[src/logic/rhpi_pkg.sv]
// Purpose: shared constants for the reader host pin interface
// Assumes: 10 MHz system clock, serial clock sampled as ordinary input
// Notes:   no software-visible registers; configuration arrives on ports
//
// Operation
// - strap low answers read 51, write 50
// - strap high answers read D5, write D4
// - clock output defaults to lowest rate; here the rate port sets it from reset, RATE_RESET is unused
// - two-bit rate field selects output frequency
// - disable bit stops the clock output
// - select low runs two-wire slave
// - select high runs SPI mode 0 slave
// - handshake high while a byte waits
// - handshake low when output buffer empty
// - commands ignored while handshake high
// - low reset input resets the device
// - host serial clock clocks both modes
// - data-in pin is SPI input or open-drain
// - data-out pin drives SPI data only
// - target select frames SPI transfers
// - data-out released after target select rises
package rhpi_pkg;

    // ************************************************************
    // two-wire address bytes
    // ************************************************************
    localparam logic [7:0] ADDR_RD_LOW  = 8'h51;
    localparam logic [7:0] ADDR_WR_LOW  = 8'h50;
    localparam logic [7:0] ADDR_RD_HIGH = 8'hD5;
    localparam logic [7:0] ADDR_WR_HIGH = 8'hD4;

    // ************************************************************
    // divided clock output: 10 MHz cannot reach the documented rates,
    // so each rate is a half-period count rounded down, at least one
    // ************************************************************
    localparam int CLK_HZ        = 10000000;
    localparam int RATE0_KHZ     = 1978;
    localparam int RATE1_KHZ     = 3955;
    localparam int RATE2_KHZ     = 7910;
    localparam int RATE3_KHZ     = 15820;
    localparam int HALF_W        = 4;
    localparam logic [1:0] RATE_RESET = 2'h0;

    function automatic logic [HALF_W-1:0] half_cycles(input int khz);
        int n;
        n = CLK_HZ / (2 * khz * 1000);
        if (n < 1) begin
            n = 1;
        end
        return HALF_W'(n);
    endfunction : half_cycles

    // ************************************************************
    // serial port
    // ************************************************************
    localparam int BIT_CNT_W  = 4;
    localparam logic [3:0] BITS_PER_BYTE = 4'h8;

    typedef enum {ST_IDLE, ST_ADDR, ST_ACK_ADDR, ST_RX, ST_ACK_RX, ST_TX,
                  ST_ACK_TX, ST_SKIP} rhpi_tw_state_t;

endpackage : rhpi_pkg

[src/logic/rhpi_clk_div.sv]
// Purpose: programmable divided clock output
// Assumes: rate and disable come from the system clock domain
// Notes:   output is a register; stops low when disabled
module rhpi_clk_div (
    // clock and reset
    input  wire logic       clk,
    input  wire logic       reset_n,
    // control
    input  wire logic [1:0] rate,
    input  wire logic       clock_output_disable,
    // output
    output logic            divided_clock_output
);
    // half-period counts for each rate, decoded by one wire
    logic [rhpi_pkg::HALF_W-1:0] half_len;
    logic [rhpi_pkg::HALF_W-1:0] count;
    logic                        wrap;

    assign half_len = (rate == 2'h0) ? rhpi_pkg::half_cycles(rhpi_pkg::RATE0_KHZ) :
                      (rate == 2'h1) ? rhpi_pkg::half_cycles(rhpi_pkg::RATE1_KHZ) :
                      (rate == 2'h2) ? rhpi_pkg::half_cycles(rhpi_pkg::RATE2_KHZ) :
                                       rhpi_pkg::half_cycles(rhpi_pkg::RATE3_KHZ);
    assign wrap = (count + 4'h1 >= half_len);

    // toggle each half period; disable holds output low and counter idle
    always_ff @(posedge clk or negedge reset_n) begin
        if (!reset_n) begin
            count                <= '0;
            divided_clock_output <= 1'b0;
        end else if (clock_output_disable) begin
            count                <= '0;
            divided_clock_output <= 1'b0;
        end else if (wrap) begin
            count                <= '0;
            divided_clock_output <= ~divided_clock_output;
        end else begin
            count <= count + 4'h1;
        end
    end

    AST_CLK_STOPS: assert property (@(posedge clk) disable iff (!reset_n)
        clock_output_disable |=> !divided_clock_output)
        else $error("clock output runs while disabled");
endmodule : rhpi_clk_div

[src/logic/rhpi_top.sv]
// Purpose: host serial port (two-wire or SPI mode 0) with handshake
// Assumes: serial clock, data, select pins are asynchronous; two-flop synced
// Notes:   one byte of transmit buffer, one byte of receive output
module rhpi_top (
    // clock and reset
    input  wire logic       CLK,
    input  wire logic       RESET_N,
    // static straps
    input  wire logic       INTERFACE_SELECT,
    input  wire logic       ADDR_STRAP,
    // serial pins
    input  wire logic       SERIAL_CLOCK,
    input  wire logic       TARGET_SELECT_N,
    input  wire logic       SERIAL_IN_IO_IN,
    output logic            SERIAL_IN_IO_OUT,
    output logic            SERIAL_IN_IO_OE_N,
    output logic            SERIAL_OUT_PIN,
    output logic            SERIAL_OUT_PIN_OE_N,
    // handshake
    output logic            HANDSHAKE,
    // device core: reply byte in, command byte out
    input  wire logic [7:0] REPLY_DATA,
    input  wire logic       REPLY_VALID,
    output logic            REPLY_READY,
    output logic [7:0]      CMD_DATA,
    output logic            CMD_VALID,
    // clock output control
    input  wire logic [1:0] CLOCK_RATE,
    input  wire logic       CLOCK_OUTPUT_DISABLE,
    output logic            DIVIDED_CLOCK_OUTPUT
);
    // ************************************************************
    // synchronisers and straps
    // ************************************************************
    logic [2:0] sync1;            // first stage, read only by sync2
    logic [2:0] sync2;            // second stage: sck, ss_n, sda
    logic       sck_d;            // previous synced clock
    logic       sda_d;            // previous synced data
    logic       spi_mode;         // latched interface select
    logic       addr_high;        // latched address strap
    logic       strap_taken;      // straps sampled once after release

    // two flops on every serial pin that crosses in; straps are sampled directly
    always_ff @(posedge CLK or negedge RESET_N) begin
        if (!RESET_N) begin
            sync1 <= 3'h7;
            sync2 <= 3'h7;
            sck_d <= 1'b1;
            sda_d <= 1'b1;
        end else begin
            sync1 <= {SERIAL_IN_IO_IN, TARGET_SELECT_N, SERIAL_CLOCK};
            sync2 <= sync1;
            sck_d <= sync2[0];
            sda_d <= sync2[2];
        end
    end

    // straps caught on the first edge after release; not a reset value
    always_ff @(posedge CLK or negedge RESET_N) begin
        if (!RESET_N) begin
            strap_taken <= 1'b0;
            spi_mode    <= 1'b0;
            addr_high   <= 1'b0;
        end else if (!strap_taken) begin
            strap_taken <= 1'b1;
            spi_mode    <= INTERFACE_SELECT;
            addr_high   <= ADDR_STRAP;
        end
    end

    // ************************************************************
    // edge and condition decode
    // ************************************************************
    wire sck      = sync2[0];
    wire ss_n     = sync2[1];
    wire sda      = sync2[2];
    wire sck_rise = sck & ~sck_d;
    wire sck_fall = ~sck & sck_d;
    wire tw_start = !spi_mode && sck && sda_d && !sda;
    wire tw_stop  = !spi_mode && sck && !sda_d && sda;
    wire spi_on   = spi_mode && !ss_n && strap_taken;
    wire [7:0] my_wr = addr_high ? rhpi_pkg::ADDR_WR_HIGH : rhpi_pkg::ADDR_WR_LOW;

    // ************************************************************
    // shared byte datapath
    // ************************************************************
    logic [7:0] shift_in;         // received bits, msb first
    logic [7:0] shift_out;        // bits to send, msb first
    logic [3:0] bit_cnt;          // bits of current byte
    logic [7:0] tx_buf;           // one byte waiting for the host
    logic       tx_full;          // byte waiting flag, drives handshake
    logic       load_tx;          // host took buffer byte: SPI at byte end, two-wire at read start
    logic       cmd_take;         // a whole command byte arrived
    rhpi_pkg::rhpi_tw_state_t tw_state;

    wire [7:0] next_shift_in = {shift_in[6:0], spi_mode ? sda : sda};
    wire       byte_done     = (bit_cnt == rhpi_pkg::BITS_PER_BYTE - 4'h1) && sck_rise;
    wire       addr_hit      = (next_shift_in[7:1] == my_wr[7:1]);
    // byte the host reads next, zero when the buffer is empty
    wire [7:0] tx_load       = tx_full ? tx_buf : 8'h00;
    // line changes are looked ahead by one cycle: the synced clock is two
    // cycles late, so a later change would meet the host's next rising clock
    wire       tw_to_tx      = (tw_state == rhpi_pkg::ST_ACK_ADDR) && sck_fall
                               && (bit_cnt == rhpi_pkg::BITS_PER_BYTE) && shift_in[0];
    wire       tw_in_ack     = (tw_state == rhpi_pkg::ST_ACK_ADDR)
                               || (tw_state == rhpi_pkg::ST_ACK_RX);
    wire       tw_ack        = tw_in_ack && ((bit_cnt == rhpi_pkg::BITS_PER_BYTE) != sck_fall);
    wire       tw_hold_last  = (tw_state == rhpi_pkg::ST_ACK_TX)
                               && (bit_cnt == rhpi_pkg::BITS_PER_BYTE) && !sck_fall;
    wire       tw_bit_on     = tw_to_tx || (tw_state == rhpi_pkg::ST_TX) || tw_hold_last;
    wire       tw_next_bit   = tw_to_tx ? tx_load[7]
                             : (sck_fall && tw_state == rhpi_pkg::ST_TX) ? shift_out[6]
                             : shift_out[7];
    wire       tw_zero       = tw_bit_on && !tw_next_bit;
    wire       spi_next_bit  = !sck_fall ? shift_out[7]
                             : (bit_cnt == 4'h0) ? tx_load[7] : shift_out[6];

    // buffer accepts a reply byte when empty; handshake is registered from this flag
    assign REPLY_READY = !tx_full;
    always_ff @(posedge CLK or negedge RESET_N) begin
        if (!RESET_N) begin
            tx_full <= 1'b0;
            tx_buf  <= 8'h00;
        end else if (REPLY_VALID && !tx_full) begin
            tx_full <= 1'b1;
            tx_buf  <= REPLY_DATA;
        end else if (load_tx) begin
            tx_full <= 1'b0;
        end
    end

    // handshake pin registered from the buffer flag or a reply byte being accepted
    always_ff @(posedge CLK or negedge RESET_N) begin
        if (!RESET_N) begin
            HANDSHAKE <= 1'b0;
        end else begin
            HANDSHAKE <= tx_full || (REPLY_VALID && !tx_full);
        end
    end

    // command out: dropped while a byte is waiting for the host
    always_ff @(posedge CLK or negedge RESET_N) begin
        if (!RESET_N) begin
            CMD_DATA  <= 8'h00;
            CMD_VALID <= 1'b0;
        end else begin
            CMD_VALID <= cmd_take && !tx_full;
            if (cmd_take) begin
                CMD_DATA <= next_shift_in;
            end
        end
    end

    // ************************************************************
    // serial engine: SPI mode 0 sample on rise, shift on fall;
    // two-wire: sample on rise, drive on fall, ack ninth bit
    // ************************************************************
    always_comb begin
        load_tx  = 1'b0;
        cmd_take = 1'b0;
        if (spi_on) begin
            cmd_take = byte_done;
            load_tx  = byte_done && tx_full;
        end else if (!spi_mode) begin
            cmd_take = byte_done && (tw_state == rhpi_pkg::ST_RX);
            load_tx  = tw_to_tx && tx_full;
        end
    end

    always_ff @(posedge CLK or negedge RESET_N) begin
        if (!RESET_N) begin
            shift_in  <= 8'h00;
            shift_out <= 8'h00;
            bit_cnt   <= 4'h0;
            tw_state  <= rhpi_pkg::ST_IDLE;
        end else if (spi_mode) begin
            tw_state <= rhpi_pkg::ST_IDLE;
            if (!spi_on) begin
                bit_cnt   <= 4'h0;
                shift_out <= tx_full ? tx_buf : 8'h00;
            end else if (sck_rise) begin
                shift_in <= next_shift_in;
                bit_cnt  <= byte_done ? 4'h0 : bit_cnt + 4'h1;
            end else if (sck_fall) begin
                shift_out <= (bit_cnt == 4'h0) ? (tx_full ? tx_buf : 8'h00)
                                               : {shift_out[6:0], 1'b0};
            end
        end else if (tw_start) begin
            tw_state <= rhpi_pkg::ST_ADDR;
            bit_cnt  <= 4'h0;
        end else if (tw_stop) begin
            tw_state <= rhpi_pkg::ST_IDLE;
        end else begin
            case (tw_state)
                rhpi_pkg::ST_ADDR: begin
                    // count restarts so the ack phase can tell its two falls apart
                    if (sck_rise) begin
                        shift_in <= next_shift_in;
                        bit_cnt  <= byte_done ? 4'h0 : bit_cnt + 4'h1;
                    end
                    if (byte_done) begin
                        tw_state <= addr_hit ? rhpi_pkg::ST_ACK_ADDR : rhpi_pkg::ST_SKIP;
                    end
                end
                rhpi_pkg::ST_ACK_ADDR: begin
                    if (sck_fall && bit_cnt == rhpi_pkg::BITS_PER_BYTE) begin
                        bit_cnt <= 4'h0;
                        tw_state <= shift_in[0] ? rhpi_pkg::ST_TX : rhpi_pkg::ST_RX;
                        shift_out <= tx_full ? tx_buf : 8'h00;
                    end else if (sck_fall) begin
                        bit_cnt <= rhpi_pkg::BITS_PER_BYTE;
                    end
                end
                rhpi_pkg::ST_RX: begin
                    if (sck_rise) begin
                        shift_in <= next_shift_in;
                        bit_cnt  <= byte_done ? 4'h0 : bit_cnt + 4'h1;
                    end
                    if (byte_done) begin
                        tw_state <= rhpi_pkg::ST_ACK_RX;
                    end
                end
                rhpi_pkg::ST_ACK_RX: begin
                    if (sck_fall && bit_cnt == rhpi_pkg::BITS_PER_BYTE) begin
                        bit_cnt  <= 4'h0;
                        tw_state <= rhpi_pkg::ST_RX;
                    end else if (sck_fall) begin
                        bit_cnt <= rhpi_pkg::BITS_PER_BYTE;
                    end
                end
                rhpi_pkg::ST_TX: begin
                    if (sck_fall && bit_cnt != 4'h0) begin
                        shift_out <= {shift_out[6:0], 1'b0};
                    end
                    if (sck_rise) begin
                        bit_cnt <= bit_cnt + 4'h1;
                    end
                    if (byte_done) begin
                        tw_state <= rhpi_pkg::ST_ACK_TX;
                    end
                end
                rhpi_pkg::ST_ACK_TX: begin
                    // host nack or ack ends our part; wait for stop
                    // the fall ends our last data bit and frees the line
                    if (sck_fall) begin
                        bit_cnt <= 4'h0;
                    end
                    if (sck_rise) begin
                        tw_state <= rhpi_pkg::ST_SKIP;
                    end
                end
                rhpi_pkg::ST_SKIP: begin
                    bit_cnt <= 4'h0;
                end
                default: begin
                    tw_state <= rhpi_pkg::ST_IDLE;
                end
            endcase
        end
    end

    // ************************************************************
    // pin drivers, all registered
    // ************************************************************
    wire next_sda_oe_n  = !(tw_ack || tw_zero) || spi_mode;
    wire next_sdo_oe_n  = !spi_on;

    always_ff @(posedge CLK or negedge RESET_N) begin
        if (!RESET_N) begin
            SERIAL_IN_IO_OUT    <= 1'b0;
            SERIAL_IN_IO_OE_N   <= 1'b1;
            SERIAL_OUT_PIN      <= 1'b0;
            SERIAL_OUT_PIN_OE_N <= 1'b1;
        end else begin
            SERIAL_IN_IO_OUT    <= 1'b0;               // open drain: pulls low only
            SERIAL_IN_IO_OE_N   <= next_sda_oe_n;
            SERIAL_OUT_PIN      <= spi_on & spi_next_bit;
            SERIAL_OUT_PIN_OE_N <= next_sdo_oe_n;
        end
    end

    // ************************************************************
    // clock output
    // ************************************************************
    rhpi_clk_div u_clk_div (
        .clk                  (CLK),
        .reset_n              (RESET_N),
        .rate                 (CLOCK_RATE),
        .clock_output_disable (CLOCK_OUTPUT_DISABLE),
        .divided_clock_output (DIVIDED_CLOCK_OUTPUT)
    );

    // ************************************************************
    // checks
    // ************************************************************
    AST_HS_FOLLOWS: assert property (@(posedge CLK) disable iff (!RESET_N)
        tx_full |=> HANDSHAKE) else $error("handshake low with byte waiting");
    AST_HS_EMPTY: assert property (@(posedge CLK) disable iff (!RESET_N)
        (!tx_full && !REPLY_VALID) |=> !HANDSHAKE) else $error("handshake high when empty");
    AST_CMD_BLOCK: assert property (@(posedge CLK) disable iff (!RESET_N)
        (cmd_take && tx_full) |=> !CMD_VALID) else $error("command taken while busy");
    AST_SDO_RELEASE: assert property (@(posedge CLK) disable iff (!RESET_N)
        (spi_mode && ss_n) |=> SERIAL_OUT_PIN_OE_N) else $error("data-out not released");
    AST_SDO_TW: assert property (@(posedge CLK) disable iff (!RESET_N)
        !spi_mode |=> SERIAL_OUT_PIN_OE_N) else $error("data-out driven in two-wire");
    AST_SDA_SPI: assert property (@(posedge CLK) disable iff (!RESET_N)
        spi_mode |=> SERIAL_IN_IO_OE_N) else $error("data-in driven in SPI");
    AST_STRAP_HOLD: assert property (@(posedge CLK) disable iff (!RESET_N)
        strap_taken |=> $stable(spi_mode) && $stable(addr_high)) else $error("strap changed");
    AST_ADDR_ACK: assert property (@(posedge CLK) disable iff (!RESET_N)
        (tw_state == rhpi_pkg::ST_ADDR && byte_done && addr_hit) |=>
        tw_state == rhpi_pkg::ST_ACK_ADDR) else $error("own address not acked");

    COV_SPI_CMD: cover property (@(posedge CLK) spi_on && CMD_VALID);
    COV_TW_CMD: cover property (@(posedge CLK) !spi_mode && CMD_VALID);
    COV_TW_READ: cover property (@(posedge CLK) tw_state == rhpi_pkg::ST_TX);
    COV_BUSY_DROP: cover property (@(posedge CLK) cmd_take && tx_full);
endmodule : rhpi_top

[config.mk]
export PLATFORM = sky130hd
export DESIGN_NAME = rhpi_top
export DESIGN_NICKNAME = d
export VERILOG_FILES = /design/src/logic/rhpi_pkg.sv /design/src/logic/rhpi_clk_div.sv /design/src/logic/rhpi_top.sv
export SDC_FILE = /design/constraint.sdc
export NUM_CORES = 1
export LEC_CHECK = 0
export BUFFER_PORTS_ARGS = -buffer_cell sky130_fd_sc_hd__clkbuf_2
export CAP_MARGIN = 5
export CORE_MARGIN = 5
export CORE_UTILIZATION = 40
export CTS_CLUSTER_SIZE = 30
export DETAILED_ROUTE_END_ITERATION = 8
export GPL_ROUTABILITY_DRIVEN = 1
export GPL_TIMING_DRIVEN = 0
export PLACE_DENSITY = 0.54
export SYNTH_ARGS = -nofsm -noshare
export SYNTH_HDL_FRONTEND = slang
export SYNTH_SLANG_ARGS = --single-unit
export TNS_END_PERCENT = 20
[constraint.sdc]
create_clock -name CLK -period 3.31 [get_ports CLK]
set_input_delay 0.1655 -clock CLK [delete_from_list [all_inputs] [get_ports CLK]]
set_output_delay 0.1655 -clock CLK [all_outputs]
set_load 0.02 [all_outputs]
==> reports/qor.yml <==
power_and_ir_drop:
  powerDensity_nw_per_um2: 720
  p_sw_share_pct: 35.4
  p_sw_mw: 0.900
  clkPwrFrac_pct: 26.4
  pwr-share-comb_pct: 32.5
  seq_power_share_pct: 41.1
  irDropWorstVdd_mv: 0.355
  p_leak_nw: 1.62
  power.internal_mw: 1.65
sta:
  setup_tns_ns: 0
  max_freq_mhz: 389
  slew_viol_final: 0
  period_minus_slack_ns: 2.57
  clock_skew_ns: 0.0115
  hold_violations: 0
  rsz0062_at_grt: "false"
  setup_violations: 0
  worst_pin_slew_ns: 0.814
  finalWorstSetupSlack_ns: 0.742
  relSlewSlack_pct: 45.7
  timing.final.crit_share_pct: 77.6
drt:
  drt_iter0_markers: 142
  vias: 2281
  wl_per_cell_um: 13.9
  ant_nets: 0
  first_pass_iters: 4
  drc: 0
  vias_per_cell: 5.15
  routed_wl_um: 6170
clock_network:
  cts_tree: "built"
  clkSinkCount: 60
  insertion_delay_ns: 0.34
  htree_num_levels: 3
  post_cts_buffers: 0
  clk_pin_slew_worst_paths_ns: 0.07
  cts_resized: 0
  cts_buffer_depth: 2
  cts_buffers: 9
  cts_root_buffer: "clkbuf_8"
logic_synthesis:
  synth-async-reset-ratio_pct: 100
  syn_inst: 289
  seq_area_frac_synth_pct: 50.7
  synth-main-ff-cell: "dfrtp_1"
  syn_area_um2: 2990
  yosysWarningCount: 0
  synth_edf_count: 0
  synth.avg_cell_area_um2: 10.3
  synth.distinct_cells: 58
  ys_ff_latch: 60
worst_hold_path:
  min-delay-start: "REPLY_VALID"
  hold_class: "input port to register"
layout:
  drive_above_1_share_pct: 30.8
  final_cell_area_um2: 3530
  nNetsFinal: 364
  area_delta_synth_final_pct: 18.3
  final_common_cell: "dfrtp_1"
  antennaDiodeCount: 0
  fillCellCount: 694
  final_cell_mix: "dfrtp_1, clkbuf_2, nor2_1"
placed_design:
  portBuffers: 33
  dp_slack_ns: 0.753
  place_area_um2: 3290
  hpwl_um: 4290
  gp_congestion: 0.812
die:
  start_util_pct: 41.2
  num_io_pins: 35
  dieArea_um2: 9290
  core-area_um2: 7250
  fp.dieW_um: 96.4
  rows: 31
  die_h_um: 96.4
setup_path:
  startpoint_type: "register"
  endpoint_kind: "register"
  cp_max_fo: 9
  cp_slowest_cell: "dfstp_2"
  critPathArrivalTime_ns: 2.78
  crit_start: "sync2[0]"
  critPathMaxStageDelay_ns: 0.63
  r2r_start: "sync2[0]"
  worstPathRequired_ns: 3.52
  path_cells: "nand2b_4 -> inv_2 -> ha_1 -> nor2b_1 -> o21ai_0 -> a41oi_1 -> o32ai_4 -> nor2_1 -> mux2_2"
  crit_type: "register to register"
global_route:
  antenna_found_initial: 0
  grt_first_pass_wirelength_um: 10800
  grt_overflow_total: 0
  grt_pass1_vias: 2310
  track_usage_pct: 15.2
  grt_max_degree: 61
run:
  maxCapViolations: 0
outcome:
  status: "completed"
-- path summary, 6_finish.rpt --
check / to / slack (ns) / cells after the start
worst max-delay path: bit_cnt[0] / 0.74 / 9
max in group asynchronous: bit_cnt[1] / 2.28 / 2
worst max register to register: bit_cnt[0] / 0.74 / 9
min in group asynchronous: u_clk_div.count[2] / 0.47 / 2
worst min-delay path: HANDSHAKE / 0.04 / 2
worst min register to register: sync2[0] / 0.36 / 0
-- cell type report --
cell class	count	area [um^2]	area share [%]
sequential	60	1510	42.8
clock inverter	6	71.3	2.02
timing repair buffer	37	208	5.88
buffer	13	58.8	1.66
multi-input combinational	205	1370	38.8
tap	99	124	3.50
inverter	13	48.8	1.38
clock buffer	10	138	3.89
-- through the flow --
stage	hold WS [ns]	util, %	power, mW	instances
6_report	0.0411	48.7	2.55	443
5_1_grt	0.0284	48.7	2.75	443
4_1_cts	0.0213	48.7	2.58	443
3_5_place_dp	0.258	45.3	1.88	423
3_3_place_gp	0.256	45.3	1.87	423
2_1_floorplan	-0.130	-	1.68	291
-- state kept, by name (all words and copies together), names as in the netlist, 3 cells and up --
register,cells
shift_out,8
bit_cnt,4
tx_buf,8
tw_state,3
u_clk_div.count,4
sync2,3
shift_in,7
sync1,3
CMD_DATA,8
-- cell usage after synthesis (all sizes together) (5+ instances only) --
master  instances  area share (%)
dfrtp          50              42
nor2           31             4.1
mux2           27              10
nand2          25             3.1
a21oi          20             3.4
o21ai          19             3.2
inv            11             1.4
dfstp          10             8.8
clkbuf          7            0.88
nor3            7             1.2
buf             6             1.1
ha              6             2.5
nand3           5            0.84
-- cells by family (layout without fill, tap and decap cells) --
kind of cell / Yosys count / in the layout / share of synthesized area [%]
XOR/XNOR: 5 / 5 / 1.47
other: 2 / 4 / 0.251
AND/OR/NAND/NOR: 93 / 93 / 15.7
AO/OA/AOI/OAI: 69 / 69 / 15.3
flip-flops: 60 / 60 / 50.7
buffers and inverters: 26 / 79 / 3.60
adder cells (fa/ha/maj): 6 / 6 / 2.51
multiplexers: 28 / 28 / 10.5
-- layer usage --
metal / routed length [um] / global-route usage (%) / vias up
li1: - / - / 1116
met1: 2940 / 20.4 / 1100
met2: 2840 / 23.3 / 61
met3: 327 / 4.73 / 4
met4: 55 / 5.26 / 0
met5: 0 / 0 / -
-- worst max-delay path, delay by kind of cell (launching register included) --
| kind | cells | cell delay (ns) |
|---|---|---|
| flip-flops | 1 | 0.63 |
| buffers and inverters | 1 | 0.06 |
| multiplexers | 1 | 0.27 |
| AO/OA/AOI/OAI | 3 | 0.77 |
| AND/OR/NAND/NOR | 3 | 0.45 |
| adder cells (fa/ha/maj) | 1 | 0.27 |
-- power by group through the flow --
stage               clock network [mW]  registers (mW)  logic (mW)
finish                           0.671            1.05       0.828
global placement                     0            1.06       0.813
global route                     0.729            1.08       0.942
detailed placement                   0            1.06       0.821
floorplan                            0            1.03       0.650
CTS                              0.701            1.05       0.830
-- timing repair --
item                                    CTS  global route
hold endpoints to repair                 53             0
endpoints found under the setup margin    0             0
hold buffers                              4             0
Power figures use the tool's default switching activity.
